### src/hdl/cbd_pkg.sv
// Constants, types and encodings for the bus-cycle sequencer and mode decoder
`default_nettype none

package cbd_pkg;

   localparam logic [7:0] VEC_PAGE = 8'hFF;
   localparam logic [7:0] VEC_RESET_LO = 8'hFE;
   localparam logic [7:0] VEC_SWI_LO = 8'hFC;
   localparam logic [7:0] VEC_LO_BIT = 8'h01;
   localparam logic [15:0] SP_RESET = 16'h00FF;
   localparam logic [15:0] PC_RESET = 16'h0000;
   localparam logic [15:0] HX_RESET = 16'h0000;
   localparam logic [2:0] SWI_PUSH_LAST = 3'h4;

   localparam logic [7:0] OP_PAGE2 = 8'h9E;
   localparam logic [7:0] OP_CBEQ_IXP = 8'h71;
   localparam logic [7:0] OP_PSHA = 8'h87;
   localparam logic [7:0] OP_PULA = 8'h86;
   localparam logic [7:0] OP_SWI = 8'h83;

   // Low nibble of a register/memory opcode selects the operation
   localparam logic [3:0] ROW_SUB = 4'h0;
   localparam logic [3:0] ROW_LDA = 4'h6;
   localparam logic [3:0] ROW_STA = 4'h7;
   localparam logic [3:0] ROW_ADD = 4'hB;
   localparam logic [3:0] COL_BRANCH = 4'h2;

   typedef enum logic [2:0] {
      CBD_CYC_FREE = 3'h0,
      CBD_CYC_FETCH = 3'h1,
      CBD_CYC_READ = 3'h2,
      CBD_CYC_WRITE = 3'h3,
      CBD_CYC_PUSH = 3'h4,
      CBD_CYC_POP = 3'h5,
      CBD_CYC_VECTOR = 3'h6
   } cbd_cycle_t;

   typedef enum logic [3:0] {
      CBD_MODE_INH = 4'h0,
      CBD_MODE_IMM = 4'h1,
      CBD_MODE_DIR = 4'h2,
      CBD_MODE_EXT = 4'h3,
      CBD_MODE_IX = 4'h4,
      indexed_byte_offset_mode = 4'h5,
      indexed_word_offset_mode = 4'h6,
      indexed_postinc_mode = 4'h7,
      stack_byte_offset_mode = 4'h8,
      stack_word_offset_mode = 4'h9,
      CBD_MODE_REL = 4'hA
   } cbd_mode_t;

   typedef enum logic [9:0] {
      ST_VHI = 10'h001,
      ST_VLO = 10'h002,
      ST_FETCH = 10'h004,
      ST_PAGE2 = 10'h008,
      ST_OPR1 = 10'h010,
      ST_OPR2 = 10'h020,
      ST_FREE = 10'h040,
      ST_MEM = 10'h080,
      ST_PUSH = 10'h100,
      ST_POP = 10'h200
   } cbd_state_t;

   typedef struct packed {
      logic [15:0] addr;
      logic [7:0] wdata;
      logic rd;
      logic wr;
      cbd_cycle_t kind;
   } cbd_bus_t;

   typedef struct packed {
      logic v;
      logic h;
      logic i;
      logic n;
      logic z;
      logic c;
   } cbd_flags_t;

   localparam cbd_flags_t FLAGS_RESET = 6'h08;

endpackage : cbd_pkg

`default_nettype wire

### src/hdl/cbd_core.sv
// Bus-cycle sequencer and addressing-mode decoder of the 8-bit core
`default_nettype none

module cbd_core
   import cbd_pkg::*;
(
   input wire logic clk,
   input wire logic rst_b,
   input wire logic [7:0] bus_rdata,
   output cbd_bus_t bus,
   output logic [7:0] acc,
   output cbd_flags_t condition_flags_register,
   output cbd_mode_t addr_mode
);

   logic rst_meta_b;
   logic rst_sync_b;

   cbd_state_t state;
   cbd_state_t next_state;
   logic [15:0] pc;
   logic [15:0] next_pc;
   logic [15:0] sp;
   logic [15:0] next_sp;
   logic [15:0] hx;
   logic [15:0] next_hx;
   logic [15:0] ea;
   logic [15:0] next_ea;
   logic [15:0] opr;
   logic [15:0] next_opr;
   logic [7:0] op;
   logic [7:0] next_op;
   logic p2;
   logic next_p2;
   logic [2:0] cnt;
   logic [2:0] next_cnt;
   logic [7:0] vec_lo;
   logic [7:0] next_vec;
   logic [7:0] next_a;
   cbd_flags_t next_flags;
   cbd_mode_t next_mode;
   cbd_bus_t next_bus;

   // Reset release through two stages; the rest of the core uses the copy
   always_ff @(posedge clk or negedge rst_b) begin
      if (!rst_b) begin
         rst_meta_b <= 1'b0;
         rst_sync_b <= 1'b0;
      end else begin
         rst_meta_b <= 1'b1;
         rst_sync_b <= rst_meta_b;
      end
   end

   // Decode source: the byte arriving now in opcode cycles, else the held opcode
   wire dec_live = (state == ST_FETCH) || (state == ST_PAGE2);
   wire [7:0] dec_op = dec_live ? bus_rdata : op;
   wire dec_p2 = (state == ST_PAGE2) ? 1'b1 : ((state == ST_FETCH) ? 1'b0 : p2);
   wire [3:0] dec_col = dec_op[7:4];
   wire [3:0] dec_row = dec_op[3:0];

   cbd_mode_t dec_mode;
   always_comb begin
      dec_mode = CBD_MODE_INH;
      if (dec_p2) begin
         if (dec_col == 4'hD) begin
            dec_mode = stack_word_offset_mode;
         end else if (dec_col == 4'hE) begin
            dec_mode = stack_byte_offset_mode;
         end
      end else if (dec_op == OP_CBEQ_IXP) begin
         dec_mode = indexed_postinc_mode;
      end else begin
         unique case (dec_col)
            4'h2: dec_mode = CBD_MODE_REL;
            4'hA: dec_mode = CBD_MODE_IMM;
            4'hB: dec_mode = CBD_MODE_DIR;
            4'hC: dec_mode = CBD_MODE_EXT;
            4'hD: dec_mode = indexed_word_offset_mode;
            4'hE: dec_mode = indexed_byte_offset_mode;
            4'hF: dec_mode = CBD_MODE_IX;
            default: dec_mode = CBD_MODE_INH;
         endcase
      end
   end

   // Operand length follows the mode
   wire dec_two = (dec_mode == CBD_MODE_EXT) || (dec_mode == indexed_word_offset_mode)
      || (dec_mode == stack_word_offset_mode);
   wire dec_none = (dec_mode == CBD_MODE_INH) || (dec_mode == CBD_MODE_IX);
   wire dec_imm = dec_mode == CBD_MODE_IMM;
   wire dec_row_ok = (dec_row == ROW_SUB) || (dec_row == ROW_LDA) || (dec_row == ROW_ADD)
      || ((dec_row == ROW_STA) && !dec_imm);
   wire dec_store = dec_row == ROW_STA;
   wire is_mem_mode = (dec_mode != CBD_MODE_INH) && (dec_mode != CBD_MODE_REL)
      && (dec_mode != indexed_postinc_mode);
   wire is_alu = is_mem_mode && dec_row_ok;
   wire is_br = !dec_p2 && (dec_col == COL_BRANCH);
   wire is_cbeq = !dec_p2 && (dec_op == OP_CBEQ_IXP);
   wire is_psha = !dec_p2 && (dec_op == OP_PSHA);
   wire is_pula = !dec_p2 && (dec_op == OP_PULA);
   wire is_swi = !dec_p2 && (dec_op == OP_SWI);

   // Where a freshly decoded opcode goes next
   wire [9:0] route_code = (is_alu && dec_none) ? ST_FREE :
      ((is_alu || is_br || is_cbeq) ? ST_OPR1 :
      ((is_psha || is_swi) ? ST_PUSH : (is_pula ? ST_FREE : ST_FETCH)));
   wire cbd_state_t route_state = cbd_state_t'(route_code);

   // Branch condition on the current flags
   cbd_flags_t f;
   assign f = condition_flags_register;
   logic br_cond;
   always_comb begin
      unique case (dec_row)
         4'h0: br_cond = 1'b1;
         4'h4: br_cond = !f.c;
         4'h5: br_cond = f.c;
         4'h6: br_cond = !f.z;
         4'h7: br_cond = f.z;
         4'hA: br_cond = !f.n;
         4'hB: br_cond = f.n;
         default: br_cond = 1'b0;
      endcase
   end

   // Signed offset, reach -128..+127 from the counter past the offset byte
   wire [15:0] rel_ofs = {{8{opr[7]}}, opr[7:0]};
   wire [15:0] pc_inc = pc + 16'h0001;

   // Effective address for the memory modes
   logic [15:0] ea_calc;
   always_comb begin
      unique case (dec_mode)
         CBD_MODE_DIR: ea_calc = {8'h00, opr[7:0]};
         CBD_MODE_EXT: ea_calc = opr;
         indexed_word_offset_mode: ea_calc = hx + opr;
         indexed_byte_offset_mode: ea_calc = hx + {8'h00, opr[7:0]};
         stack_word_offset_mode: ea_calc = sp + opr;
         stack_byte_offset_mode: ea_calc = sp + {8'h00, opr[7:0]};
         default: ea_calc = hx;
      endcase
   end

   // Arithmetic on the 8-bit operand byte
   wire [8:0] sum = {1'b0, acc} + {1'b0, bus_rdata};
   wire [8:0] dif = {1'b0, acc} - {1'b0, bus_rdata};
   wire [4:0] half = {1'b0, acc[3:0]} + {1'b0, bus_rdata[3:0]};
   logic [7:0] alu_a;
   cbd_flags_t alu_flags;
   always_comb begin
      alu_flags = condition_flags_register;
      alu_flags.v = 1'b0;
      unique case (dec_row)
         ROW_ADD: begin
            alu_a = sum[7:0];
            alu_flags.c = sum[8];
            alu_flags.h = half[4];
            alu_flags.v = (acc[7] == bus_rdata[7]) && (sum[7] != acc[7]);
         end
         ROW_SUB: begin
            alu_a = dif[7:0];
            alu_flags.c = dif[8];
            alu_flags.v = (acc[7] != bus_rdata[7]) && (dif[7] != acc[7]);
         end
         ROW_LDA: alu_a = bus_rdata;
         default: alu_a = acc;
      endcase
      alu_flags.n = alu_a[7];
      alu_flags.z = alu_a == 8'h00;
   end

   always_comb begin
      next_state = state;
      next_pc = pc;
      next_sp = sp;
      next_hx = hx;
      next_ea = ea;
      next_opr = opr;
      next_op = op;
      next_p2 = p2;
      next_cnt = cnt;
      next_vec = vec_lo;
      next_a = acc;
      next_flags = condition_flags_register;
      next_mode = addr_mode;
      unique case (state)
         ST_VHI: begin
            next_pc = {bus_rdata, pc[7:0]};
            next_state = ST_VLO;
         end
         ST_VLO: begin
            next_pc = {pc[15:8], bus_rdata};
            next_state = ST_FETCH;
         end
         ST_FETCH, ST_PAGE2: begin
            next_op = bus_rdata;
            next_p2 = dec_p2;
            next_pc = pc_inc;
            next_opr = 16'h0000;
            next_cnt = 3'h0;
            if (!dec_p2 && (bus_rdata == OP_PAGE2)) begin
               next_state = ST_PAGE2;
            end else begin
               next_mode = dec_mode;
               next_state = route_state;
            end
         end
         ST_OPR1: begin
            next_opr = {opr[7:0], bus_rdata};
            next_pc = pc_inc;
            if (dec_two) begin
               next_state = ST_OPR2;
            end else if (dec_imm) begin
               next_a = alu_a;
               next_flags = alu_flags;
               next_state = ST_FETCH;
            end else if (is_br) begin
               next_state = br_cond ? ST_FREE : ST_FETCH;
            end else if (is_cbeq) begin
               next_ea = hx;
               next_state = ST_MEM;
            end else begin
               next_state = ST_FREE;
            end
         end
         ST_OPR2: begin
            next_opr = {opr[7:0], bus_rdata};
            next_pc = pc_inc;
            next_state = ST_FREE;
         end
         ST_FREE: begin
            // Internal work only; the bus shows a dummy read
            if (is_br || is_cbeq) begin
               next_pc = pc + rel_ofs;
               next_state = ST_FETCH;
            end else if (is_pula) begin
               next_sp = sp + 16'h0001;
               next_state = ST_POP;
            end else begin
               next_ea = ea_calc;
               next_state = ST_MEM;
            end
         end
         ST_MEM: begin
            if (is_cbeq) begin
               next_hx = hx + 16'h0001;
               next_state = (acc == bus_rdata) ? ST_FREE : ST_FETCH;
            end else begin
               next_a = alu_a;
               next_flags = alu_flags;
               next_state = ST_FETCH;
            end
         end
         ST_PUSH: begin
            next_sp = sp - 16'h0001;
            next_state = ST_FETCH;
            if (is_swi) begin
               if (cnt == SWI_PUSH_LAST) begin
                  next_flags.i = 1'b1;
                  next_vec = VEC_SWI_LO;
                  next_state = ST_VHI;
               end else begin
                  next_cnt = cnt + 3'h1;
                  next_state = ST_PUSH;
               end
            end
         end
         ST_POP: begin
            next_a = bus_rdata;
            next_state = ST_FETCH;
         end
      endcase
   end

   // Byte placed on the stack for this push slot
   logic [7:0] push_byte;
   always_comb begin
      unique case (next_cnt)
         3'h0: push_byte = is_swi ? next_pc[7:0] : acc;
         3'h1: push_byte = next_pc[15:8];
         3'h2: push_byte = next_hx[7:0];
         3'h3: push_byte = acc;
         default: push_byte = {f.v, 2'h3, f.h, f.i, f.n, f.z, f.c};
      endcase
   end

   // Next bus cycle; registered so the bus pins come straight from flops
   wire nb_push = next_state == ST_PUSH;
   wire nb_mem = next_state == ST_MEM;
   wire nb_write = nb_push || (nb_mem && dec_store && !is_cbeq);
   assign next_bus.addr = (next_state == ST_VHI) ? {VEC_PAGE, next_vec} :
      ((next_state == ST_VLO) ? {VEC_PAGE, vec_lo | VEC_LO_BIT} :
      (nb_mem ? next_ea : ((nb_push || (next_state == ST_POP)) ? next_sp : next_pc)));
   assign next_bus.wdata = nb_push ? push_byte : (nb_mem ? acc : 8'h00);
   assign next_bus.wr = nb_write;
   assign next_bus.rd = !nb_write;
   assign next_bus.kind = nb_push ? CBD_CYC_PUSH :
      ((next_state == ST_POP) ? CBD_CYC_POP :
      (nb_mem ? (nb_write ? CBD_CYC_WRITE : CBD_CYC_READ) :
      ((next_state == ST_FREE) ? CBD_CYC_FREE :
      (((next_state == ST_VHI) || (next_state == ST_VLO)) ? CBD_CYC_VECTOR :
      CBD_CYC_FETCH))));

   // Reset enters the vector fetch with the reset vector already on the bus
   always_ff @(posedge clk or negedge rst_sync_b) begin
      if (!rst_sync_b) begin
         state <= ST_VHI;
         bus <= {VEC_PAGE, VEC_RESET_LO, 8'h00, 1'b1, 1'b0, CBD_CYC_VECTOR};
         pc <= PC_RESET;
         sp <= SP_RESET;
         hx <= HX_RESET;
         ea <= 16'h0000;
         opr <= 16'h0000;
         op <= 8'h00;
         p2 <= 1'b0;
         cnt <= 3'h0;
         vec_lo <= VEC_RESET_LO;
         acc <= 8'h00;
         condition_flags_register <= FLAGS_RESET;
         addr_mode <= CBD_MODE_INH;
      end else begin
         state <= next_state;
         bus <= next_bus;
         pc <= next_pc;
         sp <= next_sp;
         hx <= next_hx;
         ea <= next_ea;
         opr <= next_opr;
         op <= next_op;
         p2 <= next_p2;
         cnt <= next_cnt;
         vec_lo <= next_vec;
         acc <= next_a;
         condition_flags_register <= next_flags;
         addr_mode <= next_mode;
      end
   end

endmodule : cbd_core

`default_nettype wire

### config.mk
export PLATFORM = sky130hd
export DESIGN_NAME = cbd_core
export DESIGN_NICKNAME = d
export VERILOG_FILES = /design/src/hdl/cbd_pkg.sv /design/src/hdl/cbd_core.sv
export SDC_FILE = /design/constraint.sdc
export NUM_CORES = 1
export LEC_CHECK = 0
export ABC_AREA = 1
export BUFFER_PORTS_ARGS = -buffer_cell sky130_fd_sc_hd__buf_4
export CAP_MARGIN = 20
export CORE_ASPECT_RATIO = 1.25
export CORE_UTILIZATION = 60
export CTS_CLUSTER_DIAMETER = 80
export DETAILED_ROUTE_END_ITERATION = 6
export PLACE_DENSITY_LB_ADDON = 0.25
export SETUP_SLACK_MARGIN = 0.02
export SLEW_MARGIN = 5
export SYNTH_ARGS = -nofsm -noshare
export SYNTH_HDL_FRONTEND = slang
export SYNTH_SLANG_ARGS = --single-unit
### constraint.sdc
create_clock -name clk -period 7.03 [get_ports clk]
set_clock_uncertainty 0.15 [all_clocks]
set_input_delay 1.0545 -clock clk [delete_from_list [all_inputs] [get_ports clk]]
set_output_delay 1.0545 -clock clk [all_outputs]
set_load 0.005 [all_outputs]
==> metrics.cfg, run 1 <==
[outcome]
status=finished, final reports clean

[clocking]
numCtsBuffers=17
cts_tree=done
clk_pin_slew_worst_paths_ns=0.08
postCtsResizedCells=0
clockBufferDepth=2
cts_hold_buf=0
htreeDepth=4
postCtsSetupBuffers=0
tritoncts_num_sinks=157
ctsRootBufferMaster=clkbuf_16
clk-insertion-delay-late_ns=0.45

[worst_setup_path]
required_ns=7.25
cpMostUsedCell=nand2_1
crit_type=reg2reg
cp_max_fo=32
slowest_stage=o31ai_1
cp_num_buf_inv=5
critPathMaxStageDelay_ns=0.52
startpoint_type=flop
crit_family=simple AND/OR/NAND/NOR gates
critPathCaptureType=flop
critPathArrivalTime_ns=5.47

[power_and_ir_drop]
p_per_area_nw_per_um2=420
p_leak_uw=0.00668
ir_drop_uv=375
power_uw=5880

[drt]
routed_wl_um=47700
drtIter0Drc=1346
wire_per_inst_um=22.3
firstDrtPassIters=5
vias_per_cell=6.35
vias=13560
drc=0
ant_nets=0

[global_route]
grt_pass1_vias=12975
grt_max_degree=56
antenna_found_initial=0
grt_pass1_wl_um=72100
grt_usage_pct=44.1
grt-ovfl-total=0

[logic_synthesis]
synthSimpleGateAreaFrac_pct=29.9
mappedNetlistArea_um2=12800
synth.avg_cell_area_um2=7.09
muxShareOfSynthArea_pct=0.0880
synth-edff-count=0
synth_fa_ha_area_share_pct=7.14
ys_ff_latch=157
synth_top_family_by_area=simple AND/OR/NAND/NOR gates
synth_xor_area_share_pct=3.42
postSynth.asyncResetShare_pct=100
seq_area_frac_synth_pct=31.0
synth_cell_type_count=61
synth_compound_area_share_pct=19.3
synthCells=1805
yosys.area.top_type_share_pct=24.1
synth_common_cells=397 x nand2_1, 213 x inv_1, 125 x o21ai_0
synth_flop_cell=dfrtp_1
synth_area_leaders=dfrtp_1 24%, nand2_1 12%, dfstp_2 7.0%
yosys_warnings=0
synth_most_common_cell=nand2_1
yosysTopAreaCell=dfrtp_1

[floorplan]
dieArea_um2=21900
die_w_um=133
initial_utilization_pct=61.3
num_io_pins=57
rows=59
die_y_um=165
core_um2=20900

[sta]
timing.final.hold_violations=0
worstMarginPinSlew_ns=1.35
holdWs_ns=0.225
period_share_pct=74.6
clock.fmax_mhz=191
relSlewSlack_pct=9.04
final_max_slew_viol_count=0
setup_tns_ns=0
finalSetupViolations=0
rsz0062_at_grt=false
min_period_ns=5.25
layout_setup_ws_ns=1.78

[layout]
multi_input_area_um2=7660
nets=1928
ff_latch_area_um2=3980
design_area_um2=14000
drive_above_1_share_pct=14.1
area_growth_pct=9.53
fillers=1892

[place]
hpwl_um=37000
place.gp.congestion=1.05
port_buffers=55
place_ws_ns=1.74
dpl_cell_area_um2=13400

[worst_hold_path]
worstHoldPathType=in2async

[run]
maxCapViolCount=0

placed cells by master (no fill, tap or decap), types with 7 or more instances in the layout:
master	Yosys	routed
nand3b_1	10	10
a211oi_1	7	7
nand4_1	35	35
nor2_1	112	112
inv_2	31	31
dfstp_2	34	34
nor4_1	9	9
or2_2	11	11
o221ai_1	7	7
nor3_1	44	44
nand3_2	7	7
buf_4	2	68
nand3_1	120	120
nand2_1	397	397
o211ai_1	43	43
clkbuf_16	0	17
a21oi_1	103	103
dfrtp_1	123	122
nor2_2	18	18
xor2_1	38	38
nand2_2	27	27
inv_1	213	213
o22ai_1	56	56
o21ai_0	125	125
o21ai_1	15	15
ha_1	65	65
xnor2_1	12	12
o21bai_1	9	9
nand2_4	8	8
state kept, by name (all words and copies together) (netlist names):
register	cells
acc	8
addr_mode	4
bus	29
cnt	3
condition_flags_register	5
ea	16
hx	16
op	8
opr	16
p2	1
pc	16
rst_meta_b	1
rst_sync_b	1
sp	16
state	10
vec_lo	7
final cells by class:
class / count / area share, %
Multi-Input combinational cell: 1353 / 54.7
Clock buffer: 19 / 3.16
Timing Repair Buffer: 68 / 3.64
Sequential cell: 157 / 28.4
Tap cell: 274 / 2.45
Clock inverter: 13 / 0.928
Inverter: 251 / 6.76
Antenna cell: 1 / 0.0179
metrics by stage:
step           utilization [%]  std cells
5_1_grt                   67.1       2135
2_1_floorplan                -       1806
3_5_place_dp              64.3       2102
4_1_cts                   67.0       2134
3_3_place_gp              64.3       2102
6_report                  67.1       2136
routing by layer:
metal  vias up  wire (µm)  global-route usage [%]
met3       221       3390                    7.02
li1       6205          -                       -
met4         0       4730                    40.3
met2       728      22500                    74.8
met1      6406      17100                    48.0
met5         -          0                       0
worst register-to-register path, delay by kind of cell, from the launching register on:
kind	cells	cell delay (ns)
and+or+nand+nor	16	2.18
AOI/OAI and AO/OA	6	1.23
buffers and inverters	5	0.58
adders and majority gates	2	0.45
DFF	1	0.44
xor gates and xnor gates	1	0.15
report_power, final:
part           switching, µW  internal, µW  total [µW]
logic                   2460          1030        3490
registers                291          1170        1460
clock network            453           477         930
kinds of logic after synthesis:
family,after synthesis
AOI/OAI and AO/OA,413
xor gates and xnor gates,50
adders and majority gates,70
buffers and inverters,296
DFF,157
muxes,1
other,1
and+or+nand+nor,817
path summary, 6_finish.rpt:
check                           slack, ns                   end  depth (start not counted)            startpoint
worst max register to register       1.78     bus[27]$_DFF_PN1_                         30    state[1]$_DFF_PN0_
worst max-delay path                 1.78     bus[27]$_DFF_PN1_                         30    state[1]$_DFF_PN0_
worst min-delay path                 0.22  rst_meta_b$_DFF_PN0_                          1                 rst_b
worst min register to register       0.23     bus[12]$_DFF_PN0_                          0  rst_sync_b$_DFF_PN0_
min in group clk                     0.24  rst_sync_b$_DFF_PN0_                          0  rst_meta_b$_DFF_PN0_
max in group asynchronous            5.28    opr[9]$_DFFE_PN0P_                          1  rst_sync_b$_DFF_PN0_
(Power assumes the default switching activity.)
==> run 2: changes to the inputs <==
CORE_UTILIZATION = 57   (was 60)
clock period = 4.8 ns   (was 7.03 ns; I/O delays follow)
==> metrics.cfg, run 2 (synthesized netlist as in run 1, its figures left out) <==
[sta]
timing.final.hold_violations=0
finalSetupViolations=0
relSlewSlack_pct=19.4
clock.fmax_mhz=222
min_period_ns=4.51
worstMarginPinSlew_ns=1.20
layout_setup_ws_ns=0.290
period_share_pct=94.0
final_max_slew_viol_count=0

[place]
hpwl_um=36500
dpl_cell_area_um2=13700
place_ws_ns=0.165
place.gp.congestion=1.03
port_buffers=55

[worst_setup_path]
startpoint_type=flop
slowest_stage=dfrtp_2
cp_max_fo=6
crit_type=reg2reg
required_ns=5.00
critPathArrivalTime_ns=4.71
critPathCaptureType=flop
cpMostUsedCell=nand2_1
crit_family=simple AND/OR/NAND/NOR gates
critPathMaxStageDelay_ns=0.45
cp_num_buf_inv=2

[drt]
drtIter0Drc=1490
drc=1
vias=13713
firstDrtPassIters=7
ant_nets=0
routed_wl_um=47600
vias_per_cell=6.32
wire_per_inst_um=21.9

[outcome]
status=finished with violations
violations=design-rule violations

[worst_hold_path]
worstHoldPathType=reg2reg

[layout]
design_area_um2=14400
drive_above_1_share_pct=15.9
diodes=0
top_register=bus
largest_reg_flops=29
final_common_cell=nand2_1
nets=1959
final_cell_mix=394 x nand2_1, 213 x inv_1, 124 x o21ai_0
area_growth_pct=12.2
final_core_utilization_pct=65.9

[power_and_ir_drop]
power_switching_share_pct=53.8
combPwrFrac_pct=60.7
power_uw=8830
intPower_uw=4070
ir_drop_uv=327
sequentialPowerShare_pct=24.0
clockPowerShare_pct=15.3
p_sw_uw=4750
p_leak_uw=0.00687
p_per_area_nw_per_um2=615

[clocking]
numCtsBuffers=17
htreeDepth=4
clockBufferDepth=2
clk_pin_slew_worst_paths_ns=0.08
ctsRootBufferMaster=clkbuf_16
clk-insertion-delay-late_ns=0.44
tritoncts_num_sinks=157
cts_tree=done

[floorplan]
die_y_um=170
dieArea_um2=23100
rows=60
num_io_pins=57
initial_utilization_pct=58.8
die_w_um=136
core_um2=21800

[run]
maxCapViolCount=0

[global_route]
grt-ovfl-total=0
antenna_found_initial=0
grt_usage_pct=42.4
grt_pass1_wl_um=73300
grt_max_degree=85
grt_pass1_vias=13161

run 2: cell types whose count changed in the layout (fill, tap and decap cells not counted), moves of 2 or more:
cell	delta
clkinvlp_4	-3
inv_6	+2
nand2_4	+4
buf_4	+27
buf_12	+2
nand2_1	-3
nor2_4	+4
nor2_2	-4
run 2: metal layers:
layer	GRT usage (%)	routed length, µm
met1	49.4	17000
met2	66.7	21500
met3	7.86	4170
met4	36.7	4930
met5	0	0
run 2: worst paths after layout:
path / startpoint / endpoint / slack, ns / cells after the start
max: state[6]$_DFF_PN0_ / bus[19]$_DFF_PN1_ / 0.29 / 28
min: rst_meta_b$_DFF_PN0_ / rst_sync_b$_DFF_PN0_ / 0.21 / 0
max reg2reg: state[6]$_DFF_PN0_ / bus[19]$_DFF_PN1_ / 0.29 / 28
min reg2reg: rst_meta_b$_DFF_PN0_ / rst_sync_b$_DFF_PN0_ / 0.21 / 0
max in group asynchronous: rst_sync_b$_DFF_PN0_ / bus[23]$_DFF_PN1_ / 3.14 / 1
min in group asynchronous: rst_sync_b$_DFF_PN0_ / acc[6]$_DFFE_PN0P_ / 0.33 / 0
run 2: power groups by stage:
stage | clock (µW) | combinational, µW | sequential [µW]
3_5_place_dp | 0 | 5040 | 2130
2_1_floorplan | 0 | 3270 | 1990
6_report | 1350 | 5350 | 2120
3_3_place_gp | 0 | 4990 | 2120
5_1_grt | 1400 | 5750 | 2160
4_1_cts | 1350 | 5070 | 2110
run 2: layout make-up:
class / count / area, µm²
well taps: 279 / 349
clock buffers: 19 / 433
inverters: 251 / 952
repair buffers: 98 / 763
fillers: 1986 / 7420
clock inverters: 13 / 130
multi-input cells: 1354 / 7750
flip-flops and latches: 157 / 3980
run 2: timing repair:
item                                   4_1_cts  5_1_grt
endpoints found under the hold margin        2        0
resized for setup                            0       20
setup endpoints to repair                    0       19
hold buffers                                 1        0
buffers inserted                             0        4
run 2: metrics by stage:
step / setup TNS [ns] / hold WS (ns) / std cells
2_1_floorplan: 0 / 0.181 / 1806
3_3_place_gp: 0 / 0.187 / 2132
3_5_place_dp: 0 / 0.191 / 2132
4_1_cts: 0 / 0.208 / 2165
5_1_grt: -0.0358 / 0.220 / 2171
6_report: 0 / 0.205 / 2171
==> run 3: changes to the inputs <==
RECOVER_POWER = 50   (was default)
==> metrics.cfg, run 3 (synthesized netlist as in run 1, its figures left out) <==
[place]
dpl_cell_area_um2=13700
port_buffers=55
place_ws_ns=0.165
hpwl_um=36500
place.gp.congestion=1.03

[worst_setup_path]
slowest_stage=dfrtp_2
cpMostUsedCell=nand2_1
required_ns=5.01
critPathMaxStageDelay_ns=0.44
critPathCaptureType=flop
crit_type=reg2reg
cp_max_fo=7
critPathArrivalTime_ns=4.76
startpoint_type=flop

[drt]
wire_per_inst_um=21.9
drc=0
routed_wl_um=47600
vias_per_cell=6.30
firstDrtPassIters=7
ant_nets=0
vias=13679
drtIter0Drc=1525

[power_and_ir_drop]
p_leak_uw=0.00685
p_per_area_nw_per_um2=615
ir_drop_uv=328
power_uw=8810

[global_route]
grt_usage_pct=42.4
grt_pass1_wl_um=73300
grt-ovfl-total=0
met1_usage_pct=49.4
met2_usage_pct=66.7
grt_pass1_vias=13161
grt_max_degree=85
global_route.usage.met3_pct=7.86
busiest_layer=met2
antenna_found_initial=0

[clocking]
clk-insertion-delay-late_ns=0.44
clk_pin_slew_worst_paths_ns=0.08
cts_tree=done
htreeDepth=4
ctsRootBufferMaster=clkbuf_16
numCtsBuffers=17
clockBufferDepth=2
tritoncts_num_sinks=157

[floorplan]
num_io_pins=57
die_y_um=170
core_um2=21800
rows=60
die_w_um=136
dieArea_um2=23100
initial_utilization_pct=58.8

[sta]
timing.final.hold_violations=0
worstMarginPinSlew_ns=2.98
layout_setup_ws_ns=0.247
clock.fmax_mhz=220
relSlewSlack_pct=-99.0
final_max_slew_viol_count=73
min_period_ns=4.55
period_share_pct=94.9
setup_tns_ns=0
finalSetupViolations=0

[outcome]
status=finished with violations
violations=max-capacitance violations, max-slew violations

[layout]
largest_reg_flops=29
area_growth_pct=11.9
top_register=bus
nets=1959
final_common_cell=nand2_1
design_area_um2=14300
fillers=1998
diodes=0
final_cell_mix=396 x nand2_1, 213 x inv_1, 124 x o21ai_0
final_core_utilization_pct=65.8
drive_above_1_share_pct=15.5

[worst_hold_path]
worstHoldPathType=reg2reg

[run]
maxCapViolCount=1

run 3: cell count changes in the layout (fill, tap and decap cells not counted):
cell / previous run / this run
buf_12: 2 / 1
nand2_1: 394 / 396
clkbuf_1: 2 / 6
clkbuf_4: 0 / 13
dfrtp_4: 1 / 0
nand2_2: 26 / 24
buf_4: 95 / 79
dfrtp_1: 121 / 122
run 3: power by group:
group	total, µW	switching [µW]	internal (µW)	leakage, µW
Combinational	5340	3670	1660	0.00466
Clock	1350	663	689	0.000278
Sequential	2120	411	1710	0.00191
Total	8810	4750	4070	0.00685
run 3: critical path: cells and delay by family, from the launching register on:
kind	cells	cell delay (ns)
flip-flops	1	0.44
AND/OR/NAND/NOR	23	2.71
AO/OA/AOI/OAI	5	0.73
adder cells (fa/ha/maj)	2	0.46
run 3: what timing repair did:
action / in CTS / in global routing
hold buffers: 1 / 0
setup endpoints to repair: 0 / 19
setup buffers: 0 / 4
resized for setup: 0 / 20
endpoints found under the hold margin: 2 / 0
run 3: worst paths after layout:
path / startpoint / endpoint / slack (ns) / depth (start not counted)
max in group asynchronous: rst_sync_b$_DFF_PN0_ / opr[8]$_DFFE_PN0P_ / 0.78 / 1
hold / removal: rst_meta_b$_DFF_PN0_ / rst_sync_b$_DFF_PN0_ / 0.20 / 0
setup / recovery: state[6]$_DFF_PN0_ / bus[25]$_DFF_PN1_ / 0.25 / 30
min in group asynchronous: rst_b / rst_sync_b$_DFF_PN0_ / 0.44 / 2
hold reg to reg: rst_meta_b$_DFF_PN0_ / rst_sync_b$_DFF_PN0_ / 0.20 / 0
setup reg to reg: state[6]$_DFF_PN0_ / bus[25]$_DFF_PN1_ / 0.25 / 30
run 3: area by class of cell:
cell class                 instances  area, µm²  area share [%]
sequential                       157       3970            27.7
multi-input combinational       1354       7750            54.1
tap                              279        349            2.44
timing repair buffer              98        736            5.14
clock buffer                      19        433            3.02
inverter                         251        952            6.65
clock inverter                    13        130           0.909
run 3: stage by stage:
step	hold WS, ns	std cells
6_report	0.204	2171
5_1_grt	0.220	2171
4_1_cts	0.208	2165
3_5_place_dp	0.191	2132
3_3_place_gp	0.187	2132
2_1_floorplan	0.181	1806
run 3: metal layers:
layer | wire length, µm | share of wire [%]
met5 | 0 | 0
met4 | 4770 | 10
met3 | 4080 | 8.6
met2 | 21600 | 45
met1 | 17200 | 36
